--- config.mk ---
export PLATFORM = sky130hd
export DESIGN_NAME = pgf_top
export DESIGN_NICKNAME = d
export VERILOG_FILES = /design/src/hw/pgf_pkg.sv /design/src/hw/pgf_filt_if.sv /design/src/hw/pgf_top.sv /design/src/hw/pgf_glitch_filter.sv
export SDC_FILE = /design/constraint.sdc
export NUM_CORES = 1
export LEC_CHECK = 0
export BUFFER_PORTS_ARGS = -buffer_cell sky130_fd_sc_hd__buf_2
export CAP_MARGIN = 20
export CORE_MARGIN = 1
export CORE_UTILIZATION = 51
export CTS_BUF_LIST = sky130_fd_sc_hd__clkbuf_4 sky130_fd_sc_hd__clkbuf_8
export DETAILED_ROUTE_END_ITERATION = 10
export GPL_TIMING_DRIVEN = 1
export PLACE_DENSITY = 0.78
export RECOVER_POWER = 50
export SETUP_SLACK_MARGIN = 0.1
export SYNTH_ARGS = -nofsm -noshare
export SYNTH_HDL_FRONTEND = slang
export SYNTH_SLANG_ARGS = --single-unit
--- constraint.sdc ---
create_clock -name core_clk -period 5.55 [get_ports core_clk]
set_clock_uncertainty 0.15 [all_clocks]
set_input_delay 1.11 -clock core_clk [delete_from_list [all_inputs] [get_ports core_clk]]
set_output_delay 1.11 -clock core_clk [all_outputs]
set_load 0.03 [all_outputs]
--- src/hw/pgf_pkg.sv ---
package pgf_pkg;

  // Register indices; each register takes one 32-bit word at byte address index*4.
  localparam int              AXI_ADDR_W   = 16;
  localparam int              IDX_W        = 14;
  localparam logic [IDX_W-1:0] IDX_FLT0    = 14'h30EC;
  localparam logic [IDX_W-1:0] IDX_FLT2    = 14'h30EE;
  localparam logic [IDX_W-1:0] IDX_FCLKDIV = 14'h30EF;
  localparam logic [IDX_W-1:0] IDX_PTAPE   = 14'h30F0;
  localparam logic [IDX_W-1:0] IDX_STATUS  = 14'h30F8;

  // One-hot register select positions.
  localparam int REG_N      = 5;
  localparam int SEL_FLT0   = 0;
  localparam int SEL_FLT2   = 1;
  localparam int SEL_FCLK   = 2;
  localparam int SEL_PTAPE  = 3;
  localparam int SEL_STATUS = 4;

  // Writable bits; everything else reads as zero.
  localparam logic [7:0] FLT0_MASK    = 8'h3F;
  localparam logic [7:0] FLT2_MASK    = 8'h0F;
  localparam logic [7:0] FCLKDIV_MASK = 8'hFF;
  localparam logic [7:0] PTAPE_MASK   = 8'h2F;
  localparam logic [7:0] REG_RESET    = 8'h00;

  // Field positions.
  localparam int PC_SEL_LSB   = 4;
  localparam int PB_SEL_LSB   = 2;
  localparam int PA_SEL_LSB   = 0;
  localparam int KB_SEL_LSB   = 2;
  localparam int RI_SEL_LSB   = 0;
  localparam int LP_DIV_LSB   = 5;
  localparam int SLOW_DIV_LSB = 2;
  localparam int FAST_DIV_LSB = 0;

  // Filter clock selection codes.
  localparam logic [1:0] SEL_BUS  = 2'h0;
  localparam logic [1:0] SEL_FAST = 2'h1;
  localparam logic [1:0] SEL_SLOW = 2'h2;
  localparam logic [1:0] SEL_LP   = 2'h3;

  // Divider exponents: fast divides by 2^(code+1), slow by 2^(code+5), low-power by 2^code.
  localparam logic [3:0] FAST_LOG2_BASE = 4'h1;
  localparam logic [3:0] SLOW_LOG2_BASE = 4'h5;
  localparam int         DIV_CNT_W      = 12;
  localparam int         LP_CNT_W       = 7;

  // Pin groups packed into one filter vector.
  localparam int PA_W   = 6;
  localparam int PB_W   = 8;
  localparam int PC_W   = 4;
  localparam int KB_W   = 8;
  localparam int PA_LSB = 0;
  localparam int PB_LSB = 6;
  localparam int PC_LSB = 14;
  localparam int KB_LSB = 18;
  localparam int RI_BIT = 26;
  localparam int FILT_N = 27;

  localparam logic [1:0] RESP_OKAY   = 2'h0;
  localparam logic [1:0] RESP_SLVERR = 2'h2;

endpackage

--- src/hw/pgf_filt_if.sv ---
`timescale 1ns/100ps
interface pgf_filt_if #(
  parameter int N = 1
);
  logic [N-1:0] raw;
  logic [N-1:0] tick;
  logic [N-1:0] bypass;
  logic [N-1:0] filt;

  modport ctrl (output raw, output tick, output bypass, input filt);
  modport filt_side (input raw, input tick, input bypass, output filt);
endinterface

--- src/hw/pgf_top.sv ---
// Function
// - Reserved filter and pull-up bits read zero.
// - Port C select bits 5:4 pick sample clock.
// - Port B select bits 3:2, same encoding.
// - Port A select picks its sample clock.
// - Keyboard select; bus dividers become low-power in stop.
// - Reset/irq select; code 0 unfiltered, stop fallback.
// - Drop glitches under one period, pass over two.
// - Low-power divider: oscillator clock over 2^code.
// - Slow divider: bus clock over 32 to 4096.
// - Fast divider: bus clock over 2 to 16.
// - Port A pull-up bits enable pin pull-ups.
// - Pull-up ignored on outputs and high-impedance pins.
//
// The implementer's own choice: the AXI4-Lite interface to the registers.
`timescale 1ns/100ps
module pgf_top
  import pgf_pkg::*;
(
  input  wire logic                  core_clk,
  input  wire logic                  rstn,
  input  wire logic [AXI_ADDR_W-1:0] s_axi_awaddr,
  input  wire logic [2:0]            s_axi_awprot,
  input  wire logic                  s_axi_awvalid,
  output logic                       s_axi_awready,
  input  wire logic [31:0]           s_axi_wdata,
  input  wire logic [3:0]            s_axi_wstrb,
  input  wire logic                  s_axi_wvalid,
  output logic                       s_axi_wready,
  output logic [1:0]                 s_axi_bresp,
  output logic                       s_axi_bvalid,
  input  wire logic                  s_axi_bready,
  input  wire logic [AXI_ADDR_W-1:0] s_axi_araddr,
  input  wire logic [2:0]            s_axi_arprot,
  input  wire logic                  s_axi_arvalid,
  output logic                       s_axi_arready,
  output logic [31:0]                s_axi_rdata,
  output logic [1:0]                 s_axi_rresp,
  output logic                       s_axi_rvalid,
  input  wire logic                  s_axi_rready,
  input  wire logic                  low_power_osc_clock,
  input  wire logic                  stop_mode,
  input  wire logic [PA_W-1:0]       port_a_in,
  input  wire logic [PB_W-1:0]       port_b_in,
  input  wire logic [PC_W-1:0]       port_c_in,
  input  wire logic [KB_W-1:0]       keyboard_interrupt_inputs,
  input  wire logic                  reset_irq_in,
  output logic [PA_W-1:0]            port_a_filt,
  output logic [PB_W-1:0]            port_b_filt,
  output logic [PC_W-1:0]            port_c_filt,
  output logic [KB_W-1:0]            keyboard_filt,
  output logic                       reset_irq_filt,
  input  wire logic [PA_W-1:0]       port_a_is_output,
  input  wire logic [PA_W-1:0]       port_a_hiz,
  output logic [PA_W-1:0]            port_a_pullup_en
);

  function automatic logic [REG_N-1:0] reg_decode(input logic [IDX_W-1:0] idx);
    logic [REG_N-1:0] hit;
    hit             = '0;
    hit[SEL_FLT0]   = (idx == IDX_FLT0);
    hit[SEL_FLT2]   = (idx == IDX_FLT2);
    hit[SEL_FCLK]   = (idx == IDX_FCLKDIV);
    hit[SEL_PTAPE]  = (idx == IDX_PTAPE);
    hit[SEL_STATUS] = (idx == IDX_STATUS);
    return hit;
  endfunction

  function automatic logic [DIV_CNT_W-1:0] ones_mask(input logic [3:0] n);
    logic [DIV_CNT_W-1:0] m;
    m = '0;
    for (int i = 0; i < DIV_CNT_W; i++) begin
      m[i] = (4'(i) < n);
    end
    return m;
  endfunction

  // For the keyboard and reset/irq groups the bus-divider codes fall back to the low-power divider during stop,
  // because the bus clock may not keep sampling while the core sleeps.
  function automatic logic grp_tick(input logic [1:0] sel, input logic fast, input logic slow,
                                    input logic lp, input logic stop_fb);
    logic t;
    case (sel)
      SEL_BUS:  t = 1'b1;
      SEL_FAST: t = stop_fb ? lp : fast;
      SEL_SLOW: t = stop_fb ? lp : slow;
      SEL_LP:   t = lp;
      default:  t = 1'b1;
    endcase
    return t;
  endfunction

  logic [7:0]            flt0_r;
  logic [7:0]            flt2_r;
  logic [7:0]            fclkdiv_r;
  logic [7:0]            ptape_r;
  logic [PA_W-1:0]       pullup_r;

  logic                  aw_hold_r;
  logic [IDX_W-1:0]      aw_idx_r;
  logic                  w_hold_r;
  logic [31:0]           wdata_r;
  logic [3:0]            wstrb_r;
  logic                  bvalid_r;
  logic [1:0]            bresp_r;
  logic                  rvalid_r;
  logic [31:0]           rdata_r;
  logic [1:0]            rresp_r;

  logic [DIV_CNT_W-1:0]  div_cnt_r;
  logic [LP_CNT_W-1:0]   lp_cnt_r;
  logic                  lpo_prev_r;

  // Write channel: address and data are taken independently and joined here.
  wire                   aw_take   = s_axi_awvalid && s_axi_awready;
  wire                   w_take    = s_axi_wvalid && s_axi_wready;
  wire                   aw_have   = aw_hold_r || aw_take;
  wire                   w_have    = w_hold_r || w_take;
  wire                   do_write  = aw_have && w_have && !bvalid_r;
  wire [IDX_W-1:0]       w_idx     = aw_hold_r ? aw_idx_r : s_axi_awaddr[AXI_ADDR_W-1:2];
  wire [31:0]            w_data    = w_hold_r ? wdata_r : s_axi_wdata;
  wire [3:0]             w_strb    = w_hold_r ? wstrb_r : s_axi_wstrb;
  wire [REG_N-1:0]       w_hit     = reg_decode(w_idx);
  wire                   w_lane0   = do_write && w_strb[0];
  wire                   w_mapped  = |w_hit;

  wire                   ar_take   = s_axi_arvalid && s_axi_arready;
  wire [REG_N-1:0]       r_hit     = reg_decode(s_axi_araddr[AXI_ADDR_W-1:2]);

  assign s_axi_awready = !aw_hold_r && !bvalid_r;
  assign s_axi_wready  = !w_hold_r && !bvalid_r;
  assign s_axi_bvalid  = bvalid_r;
  assign s_axi_bresp   = bresp_r;
  assign s_axi_arready = !rvalid_r;
  assign s_axi_rvalid  = rvalid_r;
  assign s_axi_rdata   = rdata_r;
  assign s_axi_rresp   = rresp_r;

  // Divider settings and enable ticks.
  wire [2:0]             lp_code   = fclkdiv_r[LP_DIV_LSB +: 3];
  wire [2:0]             slow_code = fclkdiv_r[SLOW_DIV_LSB +: 3];
  wire [1:0]             fast_code = fclkdiv_r[FAST_DIV_LSB +: 2];
  wire [DIV_CNT_W-1:0]   fast_msk  = ones_mask(FAST_LOG2_BASE + {2'h0, fast_code});
  wire [DIV_CNT_W-1:0]   slow_msk  = ones_mask(SLOW_LOG2_BASE + {1'b0, slow_code});
  wire [DIV_CNT_W-1:0]   lp_msk    = ones_mask({1'b0, lp_code});
  wire                   fast_tick = &(div_cnt_r | ~fast_msk);
  wire                   slow_tick = &(div_cnt_r | ~slow_msk);
  wire                   lpo_rise  = low_power_osc_clock && !lpo_prev_r;
  wire                   lp_tick   = lpo_rise && (&(lp_cnt_r | ~lp_msk[LP_CNT_W-1:0]));

  wire [1:0]             pa_sel    = flt0_r[PA_SEL_LSB +: 2];
  wire [1:0]             pb_sel    = flt0_r[PB_SEL_LSB +: 2];
  wire [1:0]             pc_sel    = flt0_r[PC_SEL_LSB +: 2];
  wire [1:0]             kb_sel    = flt2_r[KB_SEL_LSB +: 2];
  wire [1:0]             ri_sel    = flt2_r[RI_SEL_LSB +: 2];

  wire                   pa_tick   = grp_tick(pa_sel, fast_tick, slow_tick, lp_tick, 1'b0);
  wire                   pb_tick   = grp_tick(pb_sel, fast_tick, slow_tick, lp_tick, 1'b0);
  wire                   pc_tick   = grp_tick(pc_sel, fast_tick, slow_tick, lp_tick, 1'b0);
  wire                   kb_tick   = grp_tick(kb_sel, fast_tick, slow_tick, lp_tick, stop_mode);
  wire                   ri_tick   = grp_tick(ri_sel, fast_tick, slow_tick, lp_tick, stop_mode);
  wire                   ri_bypass = (ri_sel == SEL_BUS);

  pgf_filt_if #(.N(FILT_N)) filt_bus ();

  assign filt_bus.raw    = {reset_irq_in, keyboard_interrupt_inputs, port_c_in, port_b_in, port_a_in};
  assign filt_bus.tick   = {ri_tick, {KB_W{kb_tick}}, {PC_W{pc_tick}}, {PB_W{pb_tick}}, {PA_W{pa_tick}}};
  assign filt_bus.bypass = {ri_bypass, {(FILT_N-1){1'b0}}};

  pgf_glitch_filter u_filter (
    .core_clk (core_clk),
    .rstn     (rstn),
    .fi       (filt_bus.filt_side)
  );

  assign port_a_filt    = filt_bus.filt[PA_LSB +: PA_W];
  assign port_b_filt    = filt_bus.filt[PB_LSB +: PB_W];
  assign port_c_filt    = filt_bus.filt[PC_LSB +: PC_W];
  assign keyboard_filt  = filt_bus.filt[KB_LSB +: KB_W];
  assign reset_irq_filt = filt_bus.filt[RI_BIT];

  // A pull-up only acts on a pin that is an input, never on a driven or floated one.
  wire [PA_W-1:0]        pullup_nxt = ptape_r[PA_W-1:0] & ~port_a_is_output & ~port_a_hiz;
  assign port_a_pullup_en = pullup_r;

  wire [7:0]             status_val = {stop_mode, reset_irq_filt, port_a_filt};
  wire [7:0]             rd_byte    = ({8{r_hit[SEL_FLT0]}}   & flt0_r)
                                    | ({8{r_hit[SEL_FLT2]}}   & flt2_r)
                                    | ({8{r_hit[SEL_FCLK]}}   & fclkdiv_r)
                                    | ({8{r_hit[SEL_PTAPE]}}  & ptape_r)
                                    | ({8{r_hit[SEL_STATUS]}} & status_val);

  // Masking at write time keeps reserved bits at zero in every register.
  always_ff @(posedge core_clk or negedge rstn) begin
    if (!rstn) begin
      flt0_r    <= REG_RESET;
      flt2_r    <= REG_RESET;
      fclkdiv_r <= REG_RESET;
      ptape_r   <= REG_RESET;
    end else if (w_lane0) begin
      if (w_hit[SEL_FLT0]) begin
        flt0_r <= w_data[7:0] & FLT0_MASK;
      end
      if (w_hit[SEL_FLT2]) begin
        flt2_r <= w_data[7:0] & FLT2_MASK;
      end
      if (w_hit[SEL_FCLK]) begin
        fclkdiv_r <= w_data[7:0] & FCLKDIV_MASK;
      end
      if (w_hit[SEL_PTAPE]) begin
        ptape_r <= w_data[7:0] & PTAPE_MASK;
      end
    end
  end

  always_ff @(posedge core_clk or negedge rstn) begin
    if (!rstn) begin
      aw_hold_r <= 1'b0;
      aw_idx_r  <= '0;
      w_hold_r  <= 1'b0;
      wdata_r   <= '0;
      wstrb_r   <= '0;
      bvalid_r  <= 1'b0;
      bresp_r   <= RESP_OKAY;
    end else begin
      if (aw_take) begin
        aw_idx_r <= s_axi_awaddr[AXI_ADDR_W-1:2];
      end
      if (w_take) begin
        wdata_r <= s_axi_wdata;
        wstrb_r <= s_axi_wstrb;
      end
      aw_hold_r <= aw_have && !do_write;
      w_hold_r  <= w_have && !do_write;
      if (do_write) begin
        bvalid_r <= 1'b1;
        bresp_r  <= w_mapped ? RESP_OKAY : RESP_SLVERR;
      end else if (s_axi_bready) begin
        bvalid_r <= 1'b0;
      end
    end
  end

  always_ff @(posedge core_clk or negedge rstn) begin
    if (!rstn) begin
      rvalid_r <= 1'b0;
      rdata_r  <= '0;
      rresp_r  <= RESP_OKAY;
    end else if (ar_take) begin
      rvalid_r <= 1'b1;
      rdata_r  <= {24'h000000, rd_byte};
      rresp_r  <= (|r_hit) ? RESP_OKAY : RESP_SLVERR;
    end else if (s_axi_rready) begin
      rvalid_r <= 1'b0;
    end
  end

  always_ff @(posedge core_clk or negedge rstn) begin
    if (!rstn) begin
      div_cnt_r  <= '0;
      lp_cnt_r   <= '0;
      lpo_prev_r <= 1'b0;
      pullup_r   <= '0;
    end else begin
      div_cnt_r  <= div_cnt_r + 1'b1;
      lpo_prev_r <= low_power_osc_clock;
      if (lpo_rise) begin
        lp_cnt_r <= lp_cnt_r + 1'b1;
      end
      pullup_r <= pullup_nxt;
    end
  end

endmodule

--- src/hw/pgf_glitch_filter.sv ---
`timescale 1ns/100ps
module pgf_glitch_filter (
  input wire logic  core_clk,
  input wire logic  rstn,
  pgf_filt_if.filt_side fi
);

  localparam int N = $bits(fi.raw);

  genvar g;
  generate
    for (g = 0; g < N; g++) begin : g_bit
      logic samp_r;
      logic filt_r;
      // Unless bypassed, a level counts only when two successive sample ticks agree, so a pulse
      // shorter than one tick period is never seen twice and is dropped.
      wire  agree = fi.tick[g] && (fi.raw[g] == samp_r);
      always_ff @(posedge core_clk or negedge rstn) begin
        if (!rstn) begin
          samp_r <= 1'b0;
          filt_r <= 1'b0;
        end else begin
          if (fi.tick[g]) begin
            samp_r <= fi.raw[g];
          end
          if (fi.bypass[g]) begin
            filt_r <= fi.raw[g];
          end else if (agree) begin
            filt_r <= fi.raw[g];
          end
        end
      end
      assign fi.filt[g] = filt_r;
    end
  endgenerate

endmodule

==> summary.txt <==
Status
  – Status: finished with violations
  – Failing checks: max-capacitance violations, max-slew violations

Placed design
  – IO Port Bufs: approximately 130
  – DP HPWL: around 10000 um
  – Gp weighted congestion: roughly 0.8
  – Pre-CTS setup slack: 1920 ps

Synth
  – Synth top area share: roughly 50%
  – Number of synthesized flops with an enable pin: 0
  – Synthesized flop and latch total: around 140
  – YS warnings: 0
  – Cell taking the most area after synthesis: dfrtp_1
  – Synthesized area: 0.00692 mm2
  – Prevailing post-synth register cell: dfrtp_1
  – Mean Syn Cell Area: 11.0 um2
  – Synth Instances: between 600 and 700
  – Unique masters post-synth: 60
  – Top cells by area, synth: dfrtp_1, mux2_2, buf_4
  – Ys async rst share: 100%
  – Post-synthesis sequential area ratio: between 50 and 60%

STA
  – RSZ-0062 raised after global routing: false
  – Slew @ Worst Pin: ~2500 ps
  – Tcrit/Tclk final: around three fifths
  – Max-slew violation count: just over 100
  – Total Neg Setup Slack: 0 ps
  – Slew headroom: -64.7%
  – Fmax: 309 MHz
  – Final Hold Viols: 0
  – Tmin final: ~3200 ps
  – Setup Viol. Count Final: 0
  – Final WS setup: about 2300 ps
  – Hold slack: ~330 ps

Final layout
  – Layout Area Growth over Synthesis: 12.6%
  – Commonest non-fill, non-tap cells in the layout: dfrtp_1, buf_2, mux2_2
  – Most common cell after layout, fill and taps aside: dfrtp_1
  – N_diodes: 0
  – Share of cells above drive strength 1: approximately 33%
  – Layout net count: slightly below 900
  – Final core utilization: between 50 and 60%

Hold path
  – Hold Path Depth: 1
  – Hold Startpoint: lp_cnt_r[6]$_DFFE_PN0P_
  – Hold path endpoint: lp_cnt_r[6]$_DFFE_PN0P_
  – Worst hold path class: reg2reg

Setup path
  – CP Launch Type: flip-flop
  – Setup Crit Path Kind: reg2reg
  – Req. time, crit path: ~5700 ps
  – CP endpoint kind: flip-flop
  – Max Fanout on Critical Path: 24
  – RR Startpoint: fclkdiv_r[2]$_DFFE_PN0P_
  – Reg-to-reg slack, setup: ~2300 ps
  – CP arrival: between 3000 and 4000 ps
  – R2R Path End: u_filter.g_bit[10].samp_r$_DFFE_PN0P_
  – Worst r2r path cells: 7

Clock network
  – CTS sink cnt: around 140
  – Total CTS buffers: 17
  – CTS tree: done
  – Setup bufs post-CTS: 0
  – Worst skew pair latency: 440 ps
  – CTS resizes: 0
  – H-tree levels: 4
  – Clock transition at path regs: roughly 80 ps
  – Post-CTS Hold Buffers: 0
  – Maximum clock path buffer count: 2
  – Root buf cell: clkbuf_8

Drt
  – Via Count: between 4000 and 5000
  – Via density: 5.37
  – Antenna Nets Post-Route: 0
  – DRC Markers: 0
  – DR pass1 iterations: 5
  – Initial DRC count: around 260
  – Post-Route WL: roughly 14000 um
  – Average routed wire per standard cell: 15.1 um

Floorplan
  – Die area: 0.0140 mm2
  – IO Count: between 150 and 200
  – Core area: between 0.01 and 0.015 mm2
  – Die Height: around 120 um
  – Site Rows: 42
  – Die X: 119 um
  – Initial core utilization: between 50% and 60%

GRT
  – GRT busiest layer: met2
  – Met3 usage: 4.68%
  – Met1 Use GR: between 20 and 30%
  – Pin count of the biggest net entering global routing: between 100 and 150
  – Grt met2 use: 36.4%
  – First-pass GRT wire length: roughly 23000 um
  – Tot GR Track Use: between 20% and 30%
  – Antenna violations before repair: 0
  – Vias in the first global route: 4966
  – Grt ovf: 0

Job
  – Maxcap violations: 1

Power and ir drop
  – Pwr dens: between 300 and 400 mW/mm2
  – Leakage: approximately 3.6 nW
  – Max IR drop VDD: roughly 0.00022 V
-- synthesized netlist by cell type, drive strengths merged, types with 2 or more instances --
library cell,count
o221ai,2
and2,4
mux2,80
mux2i,8
xnor2,12
nor4,4
o22ai,3
a21oi,16
o22a,2
nand2b,19
inv,19
nor3,3
nand4,7
o32ai,2
ha,8
and3,10
nor2b,7
nor3b,6
o21ai,45
a22oi,3
a221oi,6
nand3,41
nand2,41
dfrtp,139
nor2,29
o211ai,12
buf,62
nand4b,2
a21boi,2
clkbuf,11
xor2,5
-- state kept, by name, indices dropped and copies added (netlist names), 6 cells and up --
name / cells
lp_cnt_r: 7
aw_idx_r: 14
u_filter.g_bit.samp_r: 27
s_axi_rdata: 8
u_filter.g_bit.filt_r: 27
wdata_r: 8
div_cnt_r: 12
flt0_r: 6
fclkdiv_r: 8
-- final cells by class --
type / count / area, um2
flip-flops and latches: 139 / 3480
clock buffers: 25 / 332
well taps: 176 / 220
fillers: 1163 / 5450
repair buffers: 133 / 666
clock inverters: 6 / 60.1
multi-input cells: 425 / 2970
inverters: 19 / 71.3
-- logic make-up (layout without fill, tap and decap cells) --
logic type                 Yosys count  in the layout  share of synthesized area (%)
muxes                               88             88                           14.5
and+or+nand+nor                    180            180                           13.7
other                                1             27                         0.0542
buffers and inverters               92            183                           8.30
xor gates and xnor gates            17             17                           2.15
AOI/OAI and AO/OA                  105            105                           9.62
adders and majority gates            8              8                           1.45
DFF                                139            139                           50.2
-- power by group --
group	switching [W]	leakage, nW	internal [W]
clock network	0.000363	0.201	0.000431
registers	0.000139	1.67	0.00117
logic	0.000332	1.71	0.000254
total	0.000833	3.57	0.00186
-- worst max-delay path, stage by stage, from the launching register on --
cell,delay [ps]
dfrtp_1,460
ha_1,290
nand3b_1,170
a2111oi_0,440
a311o_1,280
and3_1,180
o22a_1,720
mux2_2,420
-- layer usage --
metal	up-vias	part of all wire, %
met1	2425	43
met4	0	1.9
li1	2364	-
met2	141	51
met5	-	0
met3	23	4.2
-- through the flow --
stage          total power (W)  area (um2)  cells
2_1_floorplan          0.00176        7020    656
3_3_place_gp           0.00188        7410    891
3_5_place_dp           0.00192        7410    891
4_1_cts                0.00272        7800    922
5_1_grt                0.00284        7790    923
6_report               0.00269        7790    923
-- worst max-delay path by stage --
stage / startpoint / endpoint / slack (ps) / depth (start not counted)
2_1_floorplan: low_power_osc_clock / u_filter.g_bit[16].samp_r$_DFFE_PN0P_ / 2530 / 7
3_3_place_gp: low_power_osc_clock / u_filter.g_bit[8].samp_r$_DFFE_PN0P_ / 1990 / 7
3_5_place_dp: low_power_osc_clock / u_filter.g_bit[10].samp_r$_DFFE_PN0P_ / 1920 / 7
4_1_cts: fclkdiv_r[2]$_DFFE_PN0P_ / u_filter.g_bit[10].samp_r$_DFFE_PN0P_ / 2330 / 7
5_1_grt: rstn / aw_idx_r[2]$_DFFE_PN0P_ / 1880 / 2
6_report: fclkdiv_r[2]$_DFFE_PN0P_ / u_filter.g_bit[10].samp_r$_DFFE_PN0P_ / 2310 / 7
Note: power is estimated with default switching activity, not from simulation.
